--- src/core/netcfg_pkg.sv ---
// constants for the network configuration register bank
`default_nettype none
package netcfg_pkg;
    localparam int DATA_W = 16;
    localparam int ADDR_W = 16;
    // register offsets
    localparam logic [15:0] ADDR_NET_CONFIG = 16'h0240;
    localparam logic [15:0] ADDR_MAC_HIGH = 16'h0241;
    localparam logic [15:0] ADDR_MAC_MID = 16'h0242;
    localparam logic [15:0] ADDR_MAC_LOW = 16'h0243;
    localparam logic [15:0] ADDR_IP_LOW = 16'h0244;
    localparam logic [15:0] ADDR_IP_HIGH = 16'h0245;
    localparam logic [15:0] ADDR_SUBNET_LOW = 16'h0246;
    localparam logic [15:0] ADDR_SUBNET_HIGH = 16'h0247;
    localparam logic [15:0] ADDR_GATEWAY_LOW = 16'h0248;
    localparam logic [15:0] ADDR_GATEWAY_HIGH = 16'h0249;
    localparam logic [15:0] ADDR_CTRL_PORT = 16'h024b;
    localparam logic [15:0] ADDR_STREAM_IP_LOW = 16'h024c;
    localparam logic [15:0] ADDR_STREAM_IP_HIGH = 16'h024d;
    localparam logic [15:0] ADDR_STREAM_PORT = 16'h024e;
    localparam logic [15:0] ADDR_PWR_STATUS = 16'h0250;
    localparam logic [15:0] ADDR_PWR_OVERRIDE = 16'h0251;
    localparam logic [15:0] ADDR_V2D_IP_LOW = 16'h0252;
    localparam logic [15:0] ADDR_V2D_IP_HIGH = 16'h0253;
    localparam logic [15:0] ADDR_V2D_PORT = 16'h0254;
    localparam logic [15:0] ADDR_COL_IP_LOW = 16'h0256;
    localparam logic [15:0] ADDR_COL_IP_HIGH = 16'h0257;
    localparam logic [15:0] ADDR_COL_PORT = 16'h0258;
    // network_config fields and power field widths
    localparam int CFG_DHCP_BIT = 0;
    localparam int CFG_STREAM_BIT = 1;
    localparam int CFG_NOCHK_BIT = 2;
    localparam int CFG_W = 3;
    localparam int PWR_CLASS_W = 3;
    localparam int PWR_OVR_W = 2;
    // reset values
    localparam logic [2:0] RST_NET_CONFIG = 3'h6;
    localparam logic [15:0] RST_IP_LOW = 16'h000a;
    localparam logic [15:0] RST_IP_HIGH = 16'hc0a8;
    localparam logic [15:0] RST_SUBNET_LOW = 16'hff00;
    localparam logic [15:0] RST_SUBNET_HIGH = 16'hffff;
    localparam logic [15:0] RST_GATEWAY_LOW = 16'h0001;
    localparam logic [15:0] RST_GATEWAY_HIGH = 16'hc0a8;
    localparam logic [15:0] RST_CTRL_PORT = 16'h2711;
    localparam logic [15:0] RST_DEST_IP_LOW = 16'h0001;
    localparam logic [15:0] RST_DEST_IP_HIGH = 16'he000;
    localparam logic [15:0] RST_STREAM_PORT = 16'h2712;
    localparam logic [15:0] RST_V2D_PORT = 16'h2714;
    localparam logic [15:0] RST_COL_PORT = 16'h2716;
    localparam logic [1:0] RST_PWR_OVERRIDE = 2'h0;
    localparam logic [2:0] RST_PWR_LIMIT = 3'h0;
    localparam logic [15:0] RD_UNMAPPED = 16'h0000;
    // power class codes
    localparam logic [2:0] PWR_CLASS_13W = 3'h1;
    localparam logic [2:0] PWR_CLASS_MID = 3'h2;
    localparam logic [2:0] PWR_CLASS_UNLIMITED = 3'h3;
    localparam logic [2:0] PWR_CLASS_AUX_SUPPLY = 3'h7;
    localparam logic [1:0] PWR_OVR_NONE = 2'h0;
endpackage
`default_nettype wire

--- src/core/network_config_regs.sv ---
// network port configuration and status register bank
//
// Implementation choice: strobed register access.
`default_nettype none
module network_config_regs
    import netcfg_pkg::*;
#(
    parameter logic [47:0] MAC_RESET = 48'h0
) (
    // clock and reset
    input wire logic i_mclk,
    input wire logic i_reset,
    // register port
    input wire logic [ADDR_W-1:0] i_addr,
    input wire logic [DATA_W-1:0] i_wdata,
    input wire logic i_wr,
    input wire logic i_rd,
    output logic [DATA_W-1:0] o_rdata,
    // power class pins and limit check triggers
    input wire logic [PWR_CLASS_W-1:0] i_power_class,
    input wire logic i_integ_time_wr,
    input wire logic i_frame_rate_wr,
    output logic [PWR_CLASS_W-1:0] o_power_limit,
    output logic o_limit_check,
    // active network configuration
    output logic o_dhcp_en,
    output logic o_stream_en,
    output logic o_ignore_checksum,
    output logic [47:0] o_mac_addr,
    output logic [31:0] o_ip_addr,
    output logic [31:0] o_subnet,
    output logic [31:0] o_gateway,
    output logic [15:0] o_ctrl_port,
    output logic [31:0] o_stream_ip,
    output logic [15:0] o_stream_port,
    output logic [31:0] o_v2d_ip,
    output logic [15:0] o_v2d_port,
    output logic [31:0] o_col_ip,
    output logic [15:0] o_col_port
);

    function automatic logic addr_is(input logic [15:0] a, input logic [15:0] off);
        return a == off;
    endfunction

    logic [CFG_W-1:0] cfg_q;
    logic [15:0] mac_hi_q, mac_mid_q, mac_lo_q;
    logic [15:0] ip_lo_q, ip_hi_q, snm_lo_q, snm_hi_q, gw_lo_q, gw_hi_q;
    logic [15:0] ctrl_port_q, st_ip_lo_q, st_ip_hi_q, st_port_q;
    logic [15:0] v2d_ip_lo_q, v2d_ip_hi_q, v2d_port_q;
    logic [15:0] col_ip_lo_q, col_ip_hi_q, col_port_q;
    logic [PWR_OVR_W-1:0] ovr_q;
    logic [PWR_CLASS_W-1:0] pwr_meta_q, pwr_sync_q;
    logic [DATA_W-1:0] rdata_d;
    logic limit_trig;

    logic wr_cfg, wr_mac_hi, wr_mac_mid, wr_mac_lo;
    logic wr_ip_lo, wr_ip_hi, wr_snm_lo, wr_snm_hi, wr_gw_lo, wr_gw_hi;
    logic wr_ctrl, wr_st_lo, wr_st_hi, wr_st_port, wr_ovr;
    logic wr_v2d_lo, wr_v2d_hi, wr_v2d_port, wr_col_lo, wr_col_hi, wr_col_port;

    // write decode
    assign wr_cfg = i_wr && addr_is(i_addr, ADDR_NET_CONFIG);
    assign wr_mac_hi = i_wr && addr_is(i_addr, ADDR_MAC_HIGH);
    assign wr_mac_mid = i_wr && addr_is(i_addr, ADDR_MAC_MID);
    assign wr_mac_lo = i_wr && addr_is(i_addr, ADDR_MAC_LOW);
    assign wr_ip_lo = i_wr && addr_is(i_addr, ADDR_IP_LOW);
    assign wr_ip_hi = i_wr && addr_is(i_addr, ADDR_IP_HIGH);
    assign wr_snm_lo = i_wr && addr_is(i_addr, ADDR_SUBNET_LOW);
    assign wr_snm_hi = i_wr && addr_is(i_addr, ADDR_SUBNET_HIGH);
    assign wr_gw_lo = i_wr && addr_is(i_addr, ADDR_GATEWAY_LOW);
    assign wr_gw_hi = i_wr && addr_is(i_addr, ADDR_GATEWAY_HIGH);
    assign wr_ctrl = i_wr && addr_is(i_addr, ADDR_CTRL_PORT);
    assign wr_st_lo = i_wr && addr_is(i_addr, ADDR_STREAM_IP_LOW);
    assign wr_st_hi = i_wr && addr_is(i_addr, ADDR_STREAM_IP_HIGH);
    assign wr_st_port = i_wr && addr_is(i_addr, ADDR_STREAM_PORT);
    assign wr_ovr = i_wr && addr_is(i_addr, ADDR_PWR_OVERRIDE);
    assign wr_v2d_lo = i_wr && addr_is(i_addr, ADDR_V2D_IP_LOW);
    assign wr_v2d_hi = i_wr && addr_is(i_addr, ADDR_V2D_IP_HIGH);
    assign wr_v2d_port = i_wr && addr_is(i_addr, ADDR_V2D_PORT);
    assign wr_col_lo = i_wr && addr_is(i_addr, ADDR_COL_IP_LOW);
    assign wr_col_hi = i_wr && addr_is(i_addr, ADDR_COL_IP_HIGH);
    assign wr_col_port = i_wr && addr_is(i_addr, ADDR_COL_PORT);
    assign limit_trig = i_integ_time_wr || i_frame_rate_wr;

    // feature enables
    always_ff @(posedge i_mclk) begin
        if (i_reset) begin
            cfg_q <= RST_NET_CONFIG;
            o_dhcp_en <= RST_NET_CONFIG[CFG_DHCP_BIT];
            o_stream_en <= RST_NET_CONFIG[CFG_STREAM_BIT];
            o_ignore_checksum <= RST_NET_CONFIG[CFG_NOCHK_BIT];
        end else if (wr_cfg) begin
            cfg_q <= i_wdata[CFG_W-1:0];
            o_dhcp_en <= i_wdata[CFG_DHCP_BIT];
            o_stream_en <= i_wdata[CFG_STREAM_BIT];
            o_ignore_checksum <= i_wdata[CFG_NOCHK_BIT];
        end
    end

    // mac staging and commit
    always_ff @(posedge i_mclk) begin
        if (i_reset) begin
            mac_hi_q <= MAC_RESET[47:32];
            mac_mid_q <= MAC_RESET[31:16];
            mac_lo_q <= MAC_RESET[15:0];
            o_mac_addr <= MAC_RESET;
        end else begin
            if (wr_mac_hi) begin
                mac_hi_q <= i_wdata;
            end
            if (wr_mac_mid) begin
                mac_mid_q <= i_wdata;
            end
            if (wr_mac_lo) begin
                mac_lo_q <= i_wdata;
                o_mac_addr <= {mac_hi_q, mac_mid_q, i_wdata};
            end
        end
    end

    // ip, subnet and gateway staging and commit
    always_ff @(posedge i_mclk) begin
        if (i_reset) begin
            ip_lo_q <= RST_IP_LOW;
            ip_hi_q <= RST_IP_HIGH;
            snm_lo_q <= RST_SUBNET_LOW;
            snm_hi_q <= RST_SUBNET_HIGH;
            gw_lo_q <= RST_GATEWAY_LOW;
            gw_hi_q <= RST_GATEWAY_HIGH;
            o_ip_addr <= {RST_IP_HIGH, RST_IP_LOW};
            o_subnet <= {RST_SUBNET_HIGH, RST_SUBNET_LOW};
            o_gateway <= {RST_GATEWAY_HIGH, RST_GATEWAY_LOW};
        end else begin
            if (wr_ip_lo) begin
                ip_lo_q <= i_wdata;
            end
            if (wr_ip_hi) begin
                ip_hi_q <= i_wdata;
            end
            if (wr_snm_lo) begin
                snm_lo_q <= i_wdata;
            end
            if (wr_snm_hi) begin
                snm_hi_q <= i_wdata;
            end
            if (wr_gw_lo) begin
                gw_lo_q <= i_wdata;
            end
            if (wr_gw_hi) begin
                gw_hi_q <= i_wdata;
                o_ip_addr <= {ip_hi_q, ip_lo_q};
                o_subnet <= {snm_hi_q, snm_lo_q};
                o_gateway <= {i_wdata, gw_lo_q};
            end
        end
    end

    // control port and depth stream destination
    always_ff @(posedge i_mclk) begin
        if (i_reset) begin
            ctrl_port_q <= RST_CTRL_PORT;
            st_ip_lo_q <= RST_DEST_IP_LOW;
            st_ip_hi_q <= RST_DEST_IP_HIGH;
            st_port_q <= RST_STREAM_PORT;
            o_ctrl_port <= RST_CTRL_PORT;
            o_stream_ip <= {RST_DEST_IP_HIGH, RST_DEST_IP_LOW};
            o_stream_port <= RST_STREAM_PORT;
        end else begin
            if (wr_ctrl) begin
                ctrl_port_q <= i_wdata;
                o_ctrl_port <= i_wdata;
            end
            if (wr_st_lo) begin
                st_ip_lo_q <= i_wdata;
            end
            if (wr_st_hi) begin
                st_ip_hi_q <= i_wdata;
                o_stream_ip <= {i_wdata, st_ip_lo_q};
            end
            if (wr_st_port) begin
                st_port_q <= i_wdata;
                o_stream_port <= i_wdata;
            end
        end
    end

    // 2d video and colour stream destinations
    always_ff @(posedge i_mclk) begin
        if (i_reset) begin
            v2d_ip_lo_q <= RST_DEST_IP_LOW;
            v2d_ip_hi_q <= RST_DEST_IP_HIGH;
            v2d_port_q <= RST_V2D_PORT;
            col_ip_lo_q <= RST_DEST_IP_LOW;
            col_ip_hi_q <= RST_DEST_IP_HIGH;
            col_port_q <= RST_COL_PORT;
            o_v2d_ip <= {RST_DEST_IP_HIGH, RST_DEST_IP_LOW};
            o_v2d_port <= RST_V2D_PORT;
            o_col_ip <= {RST_DEST_IP_HIGH, RST_DEST_IP_LOW};
            o_col_port <= RST_COL_PORT;
        end else begin
            if (wr_v2d_lo) begin
                v2d_ip_lo_q <= i_wdata;
            end
            if (wr_v2d_hi) begin
                v2d_ip_hi_q <= i_wdata;
                o_v2d_ip <= {i_wdata, v2d_ip_lo_q};
            end
            if (wr_v2d_port) begin
                v2d_port_q <= i_wdata;
                o_v2d_port <= i_wdata;
            end
            if (wr_col_lo) begin
                col_ip_lo_q <= i_wdata;
                o_col_ip[15:0] <= i_wdata;
            end
            if (wr_col_hi) begin
                col_ip_hi_q <= i_wdata;
                o_col_ip[31:16] <= i_wdata;
            end
            if (wr_col_port) begin
                col_port_q <= i_wdata;
                o_col_port <= i_wdata;
            end
        end
    end

    // power class pin synchroniser
    always_ff @(posedge i_mclk) begin
        if (i_reset) begin
            pwr_meta_q <= '0;
            pwr_sync_q <= '0;
        end else begin
            pwr_meta_q <= i_power_class;
            pwr_sync_q <= pwr_meta_q;
        end
    end

    // override register and limit evaluation
    always_ff @(posedge i_mclk) begin
        if (i_reset) begin
            ovr_q <= RST_PWR_OVERRIDE;
            o_power_limit <= RST_PWR_LIMIT;
            o_limit_check <= 1'b0;
        end else begin
            if (wr_ovr) begin
                ovr_q <= i_wdata[PWR_OVR_W-1:0];
            end
            o_limit_check <= limit_trig;
            if (limit_trig) begin
                if (ovr_q == PWR_OVR_NONE) begin
                    o_power_limit <= pwr_sync_q;
                end else begin
                    o_power_limit <= {1'b0, ovr_q};
                end
            end
        end
    end

    // read decode
    always_comb begin
        rdata_d = RD_UNMAPPED;
        if (addr_is(i_addr, ADDR_NET_CONFIG)) begin
            rdata_d = {{(DATA_W-CFG_W){1'b0}}, cfg_q};
        end else if (addr_is(i_addr, ADDR_MAC_HIGH)) begin
            rdata_d = mac_hi_q;
        end else if (addr_is(i_addr, ADDR_MAC_MID)) begin
            rdata_d = mac_mid_q;
        end else if (addr_is(i_addr, ADDR_MAC_LOW)) begin
            rdata_d = mac_lo_q;
        end else if (addr_is(i_addr, ADDR_IP_LOW)) begin
            rdata_d = ip_lo_q;
        end else if (addr_is(i_addr, ADDR_IP_HIGH)) begin
            rdata_d = ip_hi_q;
        end else if (addr_is(i_addr, ADDR_SUBNET_LOW)) begin
            rdata_d = snm_lo_q;
        end else if (addr_is(i_addr, ADDR_SUBNET_HIGH)) begin
            rdata_d = snm_hi_q;
        end else if (addr_is(i_addr, ADDR_GATEWAY_LOW)) begin
            rdata_d = gw_lo_q;
        end else if (addr_is(i_addr, ADDR_GATEWAY_HIGH)) begin
            rdata_d = gw_hi_q;
        end else if (addr_is(i_addr, ADDR_CTRL_PORT)) begin
            rdata_d = ctrl_port_q;
        end else if (addr_is(i_addr, ADDR_STREAM_IP_LOW)) begin
            rdata_d = st_ip_lo_q;
        end else if (addr_is(i_addr, ADDR_STREAM_IP_HIGH)) begin
            rdata_d = st_ip_hi_q;
        end else if (addr_is(i_addr, ADDR_STREAM_PORT)) begin
            rdata_d = st_port_q;
        end else if (addr_is(i_addr, ADDR_PWR_STATUS)) begin
            rdata_d = {{(DATA_W-PWR_CLASS_W){1'b0}}, pwr_sync_q};
        end else if (addr_is(i_addr, ADDR_PWR_OVERRIDE)) begin
            rdata_d = {{(DATA_W-PWR_OVR_W){1'b0}}, ovr_q};
        end else if (addr_is(i_addr, ADDR_V2D_IP_LOW)) begin
            rdata_d = v2d_ip_lo_q;
        end else if (addr_is(i_addr, ADDR_V2D_IP_HIGH)) begin
            rdata_d = v2d_ip_hi_q;
        end else if (addr_is(i_addr, ADDR_V2D_PORT)) begin
            rdata_d = v2d_port_q;
        end else if (addr_is(i_addr, ADDR_COL_IP_LOW)) begin
            rdata_d = col_ip_lo_q;
        end else if (addr_is(i_addr, ADDR_COL_IP_HIGH)) begin
            rdata_d = col_ip_hi_q;
        end else if (addr_is(i_addr, ADDR_COL_PORT)) begin
            rdata_d = col_port_q;
        end
    end

    // read data, valid only in the cycle after the strobe
    always_ff @(posedge i_mclk) begin
        if (i_reset) begin
            o_rdata <= RD_UNMAPPED;
        end else if (i_rd) begin
            o_rdata <= rdata_d;
        end else begin
            o_rdata <= RD_UNMAPPED;
        end
    end

    // checks
    a_cfg_dhcp_bit: assert property (@(posedge i_mclk) disable iff (i_reset)
        wr_cfg |=> o_dhcp_en == $past(i_wdata[CFG_DHCP_BIT]))
        else $error("dhcp enable does not follow config write");

    a_cfg_stream_bits: assert property (@(posedge i_mclk) disable iff (i_reset)
        wr_cfg |=> o_stream_en == $past(i_wdata[CFG_STREAM_BIT])
            && o_ignore_checksum == $past(i_wdata[CFG_NOCHK_BIT]))
        else $error("stream enables do not follow config write");

    a_mac_stage_hold: assert property (@(posedge i_mclk) disable iff (i_reset)
        (wr_mac_hi || wr_mac_mid) |=> $stable(o_mac_addr))
        else $error("upper mac write changed active mac");

    a_mac_commit_all: assert property (@(posedge i_mclk) disable iff (i_reset)
        wr_mac_hi ##1 (wr_mac_lo && !wr_mac_hi)
            |=> o_mac_addr[47:32] == $past(i_wdata, 2)
            && o_mac_addr[15:0] == $past(i_wdata))
        else $error("mac commit lost staged or written word");

    a_net_stage_hold: assert property (@(posedge i_mclk) disable iff (i_reset)
        (wr_ip_lo || wr_ip_hi || wr_snm_lo || wr_snm_hi || wr_gw_lo)
            |=> $stable(o_ip_addr) && $stable(o_subnet) && $stable(o_gateway))
        else $error("staged network word changed active config");

    a_net_commit_set: assert property (@(posedge i_mclk) disable iff (i_reset)
        wr_gw_hi |=> o_ip_addr == {ip_hi_q, ip_lo_q}
            && o_subnet == {snm_hi_q, snm_lo_q}
            && o_gateway == {gw_hi_q, gw_lo_q})
        else $error("gateway commit did not copy staged set");

    a_stream_commit: assert property (@(posedge i_mclk) disable iff (i_reset)
        wr_st_lo ##1 wr_st_hi |=> o_stream_ip == {$past(i_wdata), $past(i_wdata, 2)})
        else $error("stream address commit wrong");

    a_v2d_commit: assert property (@(posedge i_mclk) disable iff (i_reset)
        (wr_v2d_lo |=> $stable(o_v2d_ip))
        and (wr_v2d_hi |=> o_v2d_ip[31:16] == $past(i_wdata)))
        else $error("2d stream address staging wrong");

    a_override_quiet: assert property (@(posedge i_mclk) disable iff (i_reset)
        (wr_ovr && !limit_trig) |=> $stable(o_power_limit) && !o_limit_check)
        else $error("override write acted on power limit");

    a_limit_select: assert property (@(posedge i_mclk) disable iff (i_reset)
        (limit_trig && ovr_q != PWR_OVR_NONE) |=> o_power_limit == {1'b0, $past(ovr_q)})
        else $error("override class not applied on limit check");

    a_status_ro_write: assert property (@(posedge i_mclk) disable iff (i_reset)
        (i_wr && addr_is(i_addr, ADDR_PWR_STATUS))
            |=> $stable(ovr_q) && $stable(cfg_q) && $stable(o_mac_addr))
        else $error("status write disturbed other registers");

    a_rdata_idle: assert property (@(posedge i_mclk) disable iff (i_reset)
        !i_rd |=> o_rdata == RD_UNMAPPED)
        else $error("read data outside read slot");

endmodule
`default_nettype wire

--- config.mk ---
export PLATFORM = sky130hd
export DESIGN_NAME = network_config_regs
export DESIGN_NICKNAME = d
export VERILOG_FILES = /design/src/core/netcfg_pkg.sv /design/src/core/network_config_regs.sv
export SDC_FILE = /design/constraint.sdc
export NUM_CORES = 1
export LEC_CHECK = 0
export BUFFER_PORTS_ARGS = -buffer_cell sky130_fd_sc_hd__buf_2
export CORE_ASPECT_RATIO = 1.2
export CORE_MARGIN = 2
export CORE_UTILIZATION = 56
export DETAILED_ROUTE_END_ITERATION = 16
export PLACE_DENSITY = 0.77
export SKIP_CTS_REPAIR_TIMING = 1
export SLEW_MARGIN = 20
export SYNTH_ARGS = -nofsm -noshare
export SYNTH_HDL_FRONTEND = slang
export SYNTH_SLANG_ARGS = --single-unit
--- constraint.sdc ---
create_clock -name i_mclk -period 3.9 [get_ports i_mclk]
set_clock_uncertainty 0.1 [all_clocks]
set_input_delay 0.78 -clock i_mclk [delete_from_list [all_inputs] [get_ports i_mclk]]
set_output_delay 0.78 -clock i_mclk [all_outputs]
set_load 0.005 [all_outputs]
==> results.yml, run 1 <==
logic_synthesis:
  yosysTopAreaCell: "dfxtp_1"
  yosysSeqAreaShare: 0.477
  synth_top_area_share: 0.477
  synth_nets: 2690
  synth-edff-count: 0
  ys_warn_count: 0
  syn_area_per_cell_sq_um: 7.59
  synth_seq_cells: 479
  ys_async_sr_fraction: 0
  yosysMostFrequentCell: "nand2_1"
  syn_area_sq_um: 20100
  synthDistinctLibCells: 66
  ys_top_cells_by_area: "dfxtp_1 (48%), nand2_1 (18%), a21oi_1 (9.7%), nand3b_1 (3.9%), clkbuf_1 (3.1%)"
  netlist_instances: 2649
  ys_top_cells_by_count: "nand2_1 (943), dfxtp_1 (479), a21oi_1 (390), clkbuf_1 (164), nand3b_1 (105)"
  synthFlopType: "dfxtp_1"
drt:
  dr.pass1.iters: 7
  antenna_left: 0
  drt_iter0_drc: 2630
  wl_mm: 84.5
  vias: 21400
  wl_per_cell_um: 24.6
  drt-vias-per-instance: 6.22
  route.detailed.drc: 0
sta:
  max_freq_mhz: 311
  final.min_clock_period_ns: 3.21
  hold_ws_ns: 0.345
  worst-slew-pin-transition_ns: 1.04
  rsz0062_at_grt: "no"
  relSlewSlack: 0.308
  setup_viol: 0
  tns_ns: 0
  period_share: 0.823
  hold_viol: 0
  slew_violations: 0
power:
  p_leak_nw: 9.59
  pwr_density_cell_nw_per_um2: 409
  irDropWorstVdd_v: 0.000460
placed_design:
  gp_congestion: 1.04
  placedCellCount: 3356
  port_buffers: 367
  hpwlAfterDp_mm: 59.5
die:
  die_x_um: 177
  io_pins: 368
  die_area_sq_um: 37400
  die_h_um: 212
  start_util: 0.564
  core_region_area_sq_um: 35700
  std_cell_rows: 76
setup_path:
  cp.required_ns: 4.29
  end_kind: "register"
  crit_fanout: 13
  start_kind: "primary input"
  r2r_slack_ns: 1.76
  cp.arrival_ns: 3.60
  crit_type: "in2reg"
final_layout:
  syn2layout_area_growth_pct: 18.7
  fin_cells: 3440
  drive_above_1_share: 0.190
  nets: 2977
clocking:
  h-tree-depth: 2
  clkTransAtPathRegs_ns: 0.07
  cts_made_buffers: 46
  clkSinkCount: 479
  root_buffer: "clkbuf_16"
  cts_tree: "done"
  clock_latency_ns: 0.56
  cts_max_path_buffers: 3
grt:
  grt_pass1_wl_mm: 124
  antenna_found_initial: 1
  overflow: 0
  first_global_vias: 20000
  grt_usage: 0.438
  grt_max_degree: 226
run_status:
  status: "completed"
hold_path:
  hold_class: "in2reg"
run:
  cap_viol_max_count: 0
## cell families after synthesis
logic type / Yosys count / synth area share
buf+inv: 225 / 0.0466
mux: 42 / 0.0215
simple gates: 1277 / 0.278
flops: 479 / 0.477
compound gates: 626 / 0.177
## stage by stage
step,worst slack [ns],cell area (sq um),utilization,power [W]
floorplan,0.900,20100,-,0.00521
global placement,0.224,22300,0.627,0.00536
detailed placement,0.200,22300,0.627,0.00536
CTS,0.776,23900,0.669,0.00974
global route,0.536,23900,0.669,0.00994
finish,0.689,23900,0.669,0.00976
## per-layer routing
metal,share of wire,vias up,global-route usage
met1,0.36,10100,0.527
met2,0.46,1433,0.700
met5,0,-,0
li1,-,9496,-
met3,0.092,367,0.0711
met4,0.085,0,0.337
## sequential cells by signal (all words and copies together), names as in the netlist, 32 cells and up
name,flops
o_mac_addr,48
o_subnet,32
o_stream_ip,32
o_v2d_ip,32
o_gateway,32
o_ip_addr,32
## path summary, 6_finish.rpt
path | start | to | cells after the start
worst max register to register | col_port_q[15] | o_rdata[15] | 7
worst min-delay path | i_power_class[2] | pwr_meta_q[2] | 2
worst min register to register | pwr_meta_q[0] | pwr_sync_q[0] | 1
worst max-delay path | i_addr[15] | o_rdata[6] | 11
## power by group
part | switching, W | internal, W | leakage, nW | total, W
registers | 0.00000319 | 0.00490 | 3.86 | 0.00490
logic | 0.000289 | 0.0000838 | 4.99 | 0.000373
clock network | 0.00196 | 0.00253 | 0.737 | 0.00449
total | 0.00225 | 0.00751 | 9.59 | 0.00976
## worst max-delay path, cell delays in order
cell	delay, ns
buf_2	0.10
nor4_2	0.41
buf_4	0.32
nand3_4	0.09
buf_4	0.22
nor3_2	0.40
a221o_1	0.22
o21ai_0	0.20
a211oi_1	0.45
o21ai_0	0.20
a21oi_1	0.20
## layout by cell type (no fill, tap or decap), types with 5 or more instances in the layout
cell       count
nand2_1      942
dfxtp_1      479
a21oi_1      390
buf_2        366
nand3b_1     105
nor2_1       101
buf_4         85
o21ai_0       82
clkbuf_16     47
mux2i_1       32
a211oi_1      31
nor3_1        30
o22ai_1       25
nand3_1       15
a22o_1        15
nand4_1       10
nor2b_1       10
o211ai_1      10
mux2_2        10
a22oi_1       10
clkbuf_8       9
clkinv_2       9
a211o_1        8
a31oi_1        8
clkbuf_1       8
inv_1          7
nand2b_1       7
nor4_1         7
nor2_2         6
o221ai_1       6
a221o_1        6
or3_1          5
and2_1         5
o31ai_1        5
a221oi_1       5
o21a_1         5
## layout make-up
cell class | instances | area, sq um
Antenna cell | 1 | 2.50
Clock buffer | 64 | 1330
Clock inverter | 19 | 173
Fill cell | 2977 | 11800
Inverter | 8 | 30.0
Multi-Input combinational cell | 1945 | 9580
Sequential cell | 479 | 9590
Tap cell | 468 | 586
Timing Repair Buffer | 456 | 2560
No activity file was read; power rests on OpenSTA's default activity.
==> inputs of run 2 (changes only) <==
- CORE_UTILIZATION: 56 -> 50
- PLACE_DENSITY: 0.77 -> 0.73
- clock period: 3.9 -> 2.75 ns (I/O delays scaled with it)
==> run 2 against run 1 <==
Against the previous run:
- sequential share of layout area shrank 2.6 points
- sequential cell count is the same
- cell area grew 6.9%
- core utilization shrank 2.7 points
- final cell count grew 6.5%
- first-iteration DRC count shrank 21%
- combinational power grew 60%
- non-clock buffer count grew 162
- routed wire length grew 1.9%
- die area grew 12%
- register-to-register slack lost 1.3 ns
- setup slack lost 0.55 ns
- largest cell class is now multi-input gates
- highest routed layer unchanged
==> results.yml, run 2 (synthesis results as in run 1) <==
run_status:
  status: "completed"
sta:
  hold_viol: 0
  relSlewSlack: 0.114
  final.min_clock_period_ns: 2.61
  period_share: 0.950
  rsz0062_at_grt: "no"
  setup_viol: 0
  max_freq_mhz: 383
  worst-slew-pin-transition_ns: 1.33
  slew_violations: 0
  tns_ns: 0
final_layout:
  fin_area_sq_um: 25500
  top_register: "o_mac_addr"
  fin_cells: 3665
  final_common_cell: "nand2_1"
  finish.utilization: 0.642
  seq_area_sq_um: 9590
  final_cell_mix: "nand2_1 (942), dfxtp_1 (479), a21oi_1 (390)"
  nets: 3140
  drive_above_1_share: 0.233
  largest_register_ffs: 48
  multiInputGateArea_sq_um: 9590
  fillerInstances: 3493
  syn2layout_area_growth_pct: 26.9
drt:
  antenna_left: 0
  drt_iter0_drc: 2090
  drt-vias-per-instance: 5.84
  vias: 21400
  dr.pass1.iters: 8
  wl_mm: 86.0
  wl_per_cell_um: 23.5
  route.detailed.drc: 0
die:
  core_region_area_sq_um: 39700
  die_area_sq_um: 41800
  die_x_um: 187
  die_h_um: 224
  std_cell_rows: 80
  start_util: 0.506
  io_pins: 368
clocking:
  h-tree-depth: 2
  cts_made_buffers: 47
  cts_max_path_buffers: 3
  cts_tree: "done"
  clock_latency_ns: 0.60
  clkTransAtPathRegs_ns: 0.06
  clkSinkCount: 479
  root_buffer: "clkbuf_16"
power:
  pwr_density_cell_nw_per_um2: 556
  p_leak_nw: 10.5
  irDropWorstVdd_v: 0.000545
  total_power_w: 0.0142
grt:
  first_global_vias: 20100
  grt_util_met2: 0.659
  grt_usage: 0.397
  grt_pass1_wl_mm: 126
  top_usage_layer: "met2"
  overflow: 0
  use_met1: 0.481
  use_met3: 0.0625
  antenna_found_initial: 0
  grt_max_degree: 247
setup_path:
  max_stage_delay_ns: 0.58
  critPathSlowestCell: "a211oi_1"
  crit_fanout: 12
  cpMostUsedCell: "buf_4"
  start_kind: "primary input"
  r2r_slack_ns: 0.45
  cp.arrival_ns: 3.00
  cp.required_ns: 3.14
  crit_chain: "buf_2, inv_1, buf_4, nand2_1, buf_4, nor2_1, buf_4, a22o_1, a211oi_1, o21ai_0, a21oi_1, nor4_1"
  end_kind: "register"
  crit_type: "in2reg"
run:
  cap_viol_max_count: 0
placed_design:
  gp_congestion: 1.02
  placedCellCount: 3583
  hpwlAfterDp_mm: 62.5
  postPlaceCellArea_sq_um: 23900
  port_buffers: 367
hold_path:
  hold_class: "in2reg"
-- run 2: final timing paths --
kind,endpoint,cells past startpoint,startpoint
setup / recovery,o_rdata[7],12,i_addr[0]
hold / removal,pwr_meta_q[2],2,i_power_class[2]
setup reg to reg,o_rdata[8],9,col_ip_hi_q[8]
hold reg to reg,pwr_sync_q[0],1,pwr_meta_q[0]
-- run 2: layout make-up --
class,count,area share
Sequential cell,479,0.376
Clock inverter,13,0.00648
Inverter,8,0.00118
Multi-Input combinational cell,1945,0.376
Timing Repair Buffer,618,0.159
Clock buffer,68,0.0555
Antenna cell,1,0.0000981
Tap cell,533,0.0261
-- run 2: stage by stage --
stage / hold WS [ns] / setup WS, ns
final: 0.0847 / 0.137
after global routing: 0.0929 / 0.0118
after CTS: 0.0733 / -0.0329
after detailed placement: 0.330 / -0.653
after global placement: 0.329 / -0.700
after floorplan: 0.314 / 0.0787
-- run 2: power breakdown --
part / internal [W] / switching (W)
Clock: 0.00385 / 0.00278
Combinational: 0.000167 / 0.000430
Sequential: 0.00694 / 0.00000429
Total: 0.0110 / 0.00321
-- run 2: routing by layer --
layer	routed length, um	share of wire	vias to the layer above
met5	0	0	-
met4	6070	0.070	0
met3	7000	0.081	289
met2	40500	0.47	1223
met1	32400	0.38	10100
li1	-	-	9814
-- run 2: critical path: cells and delay by family --
family	cells	cell delay, ns
AO/OA/AOI/OAI	4	1.22
AND/OR/NAND/NOR	3	0.26
buffers and inverters	5	0.95
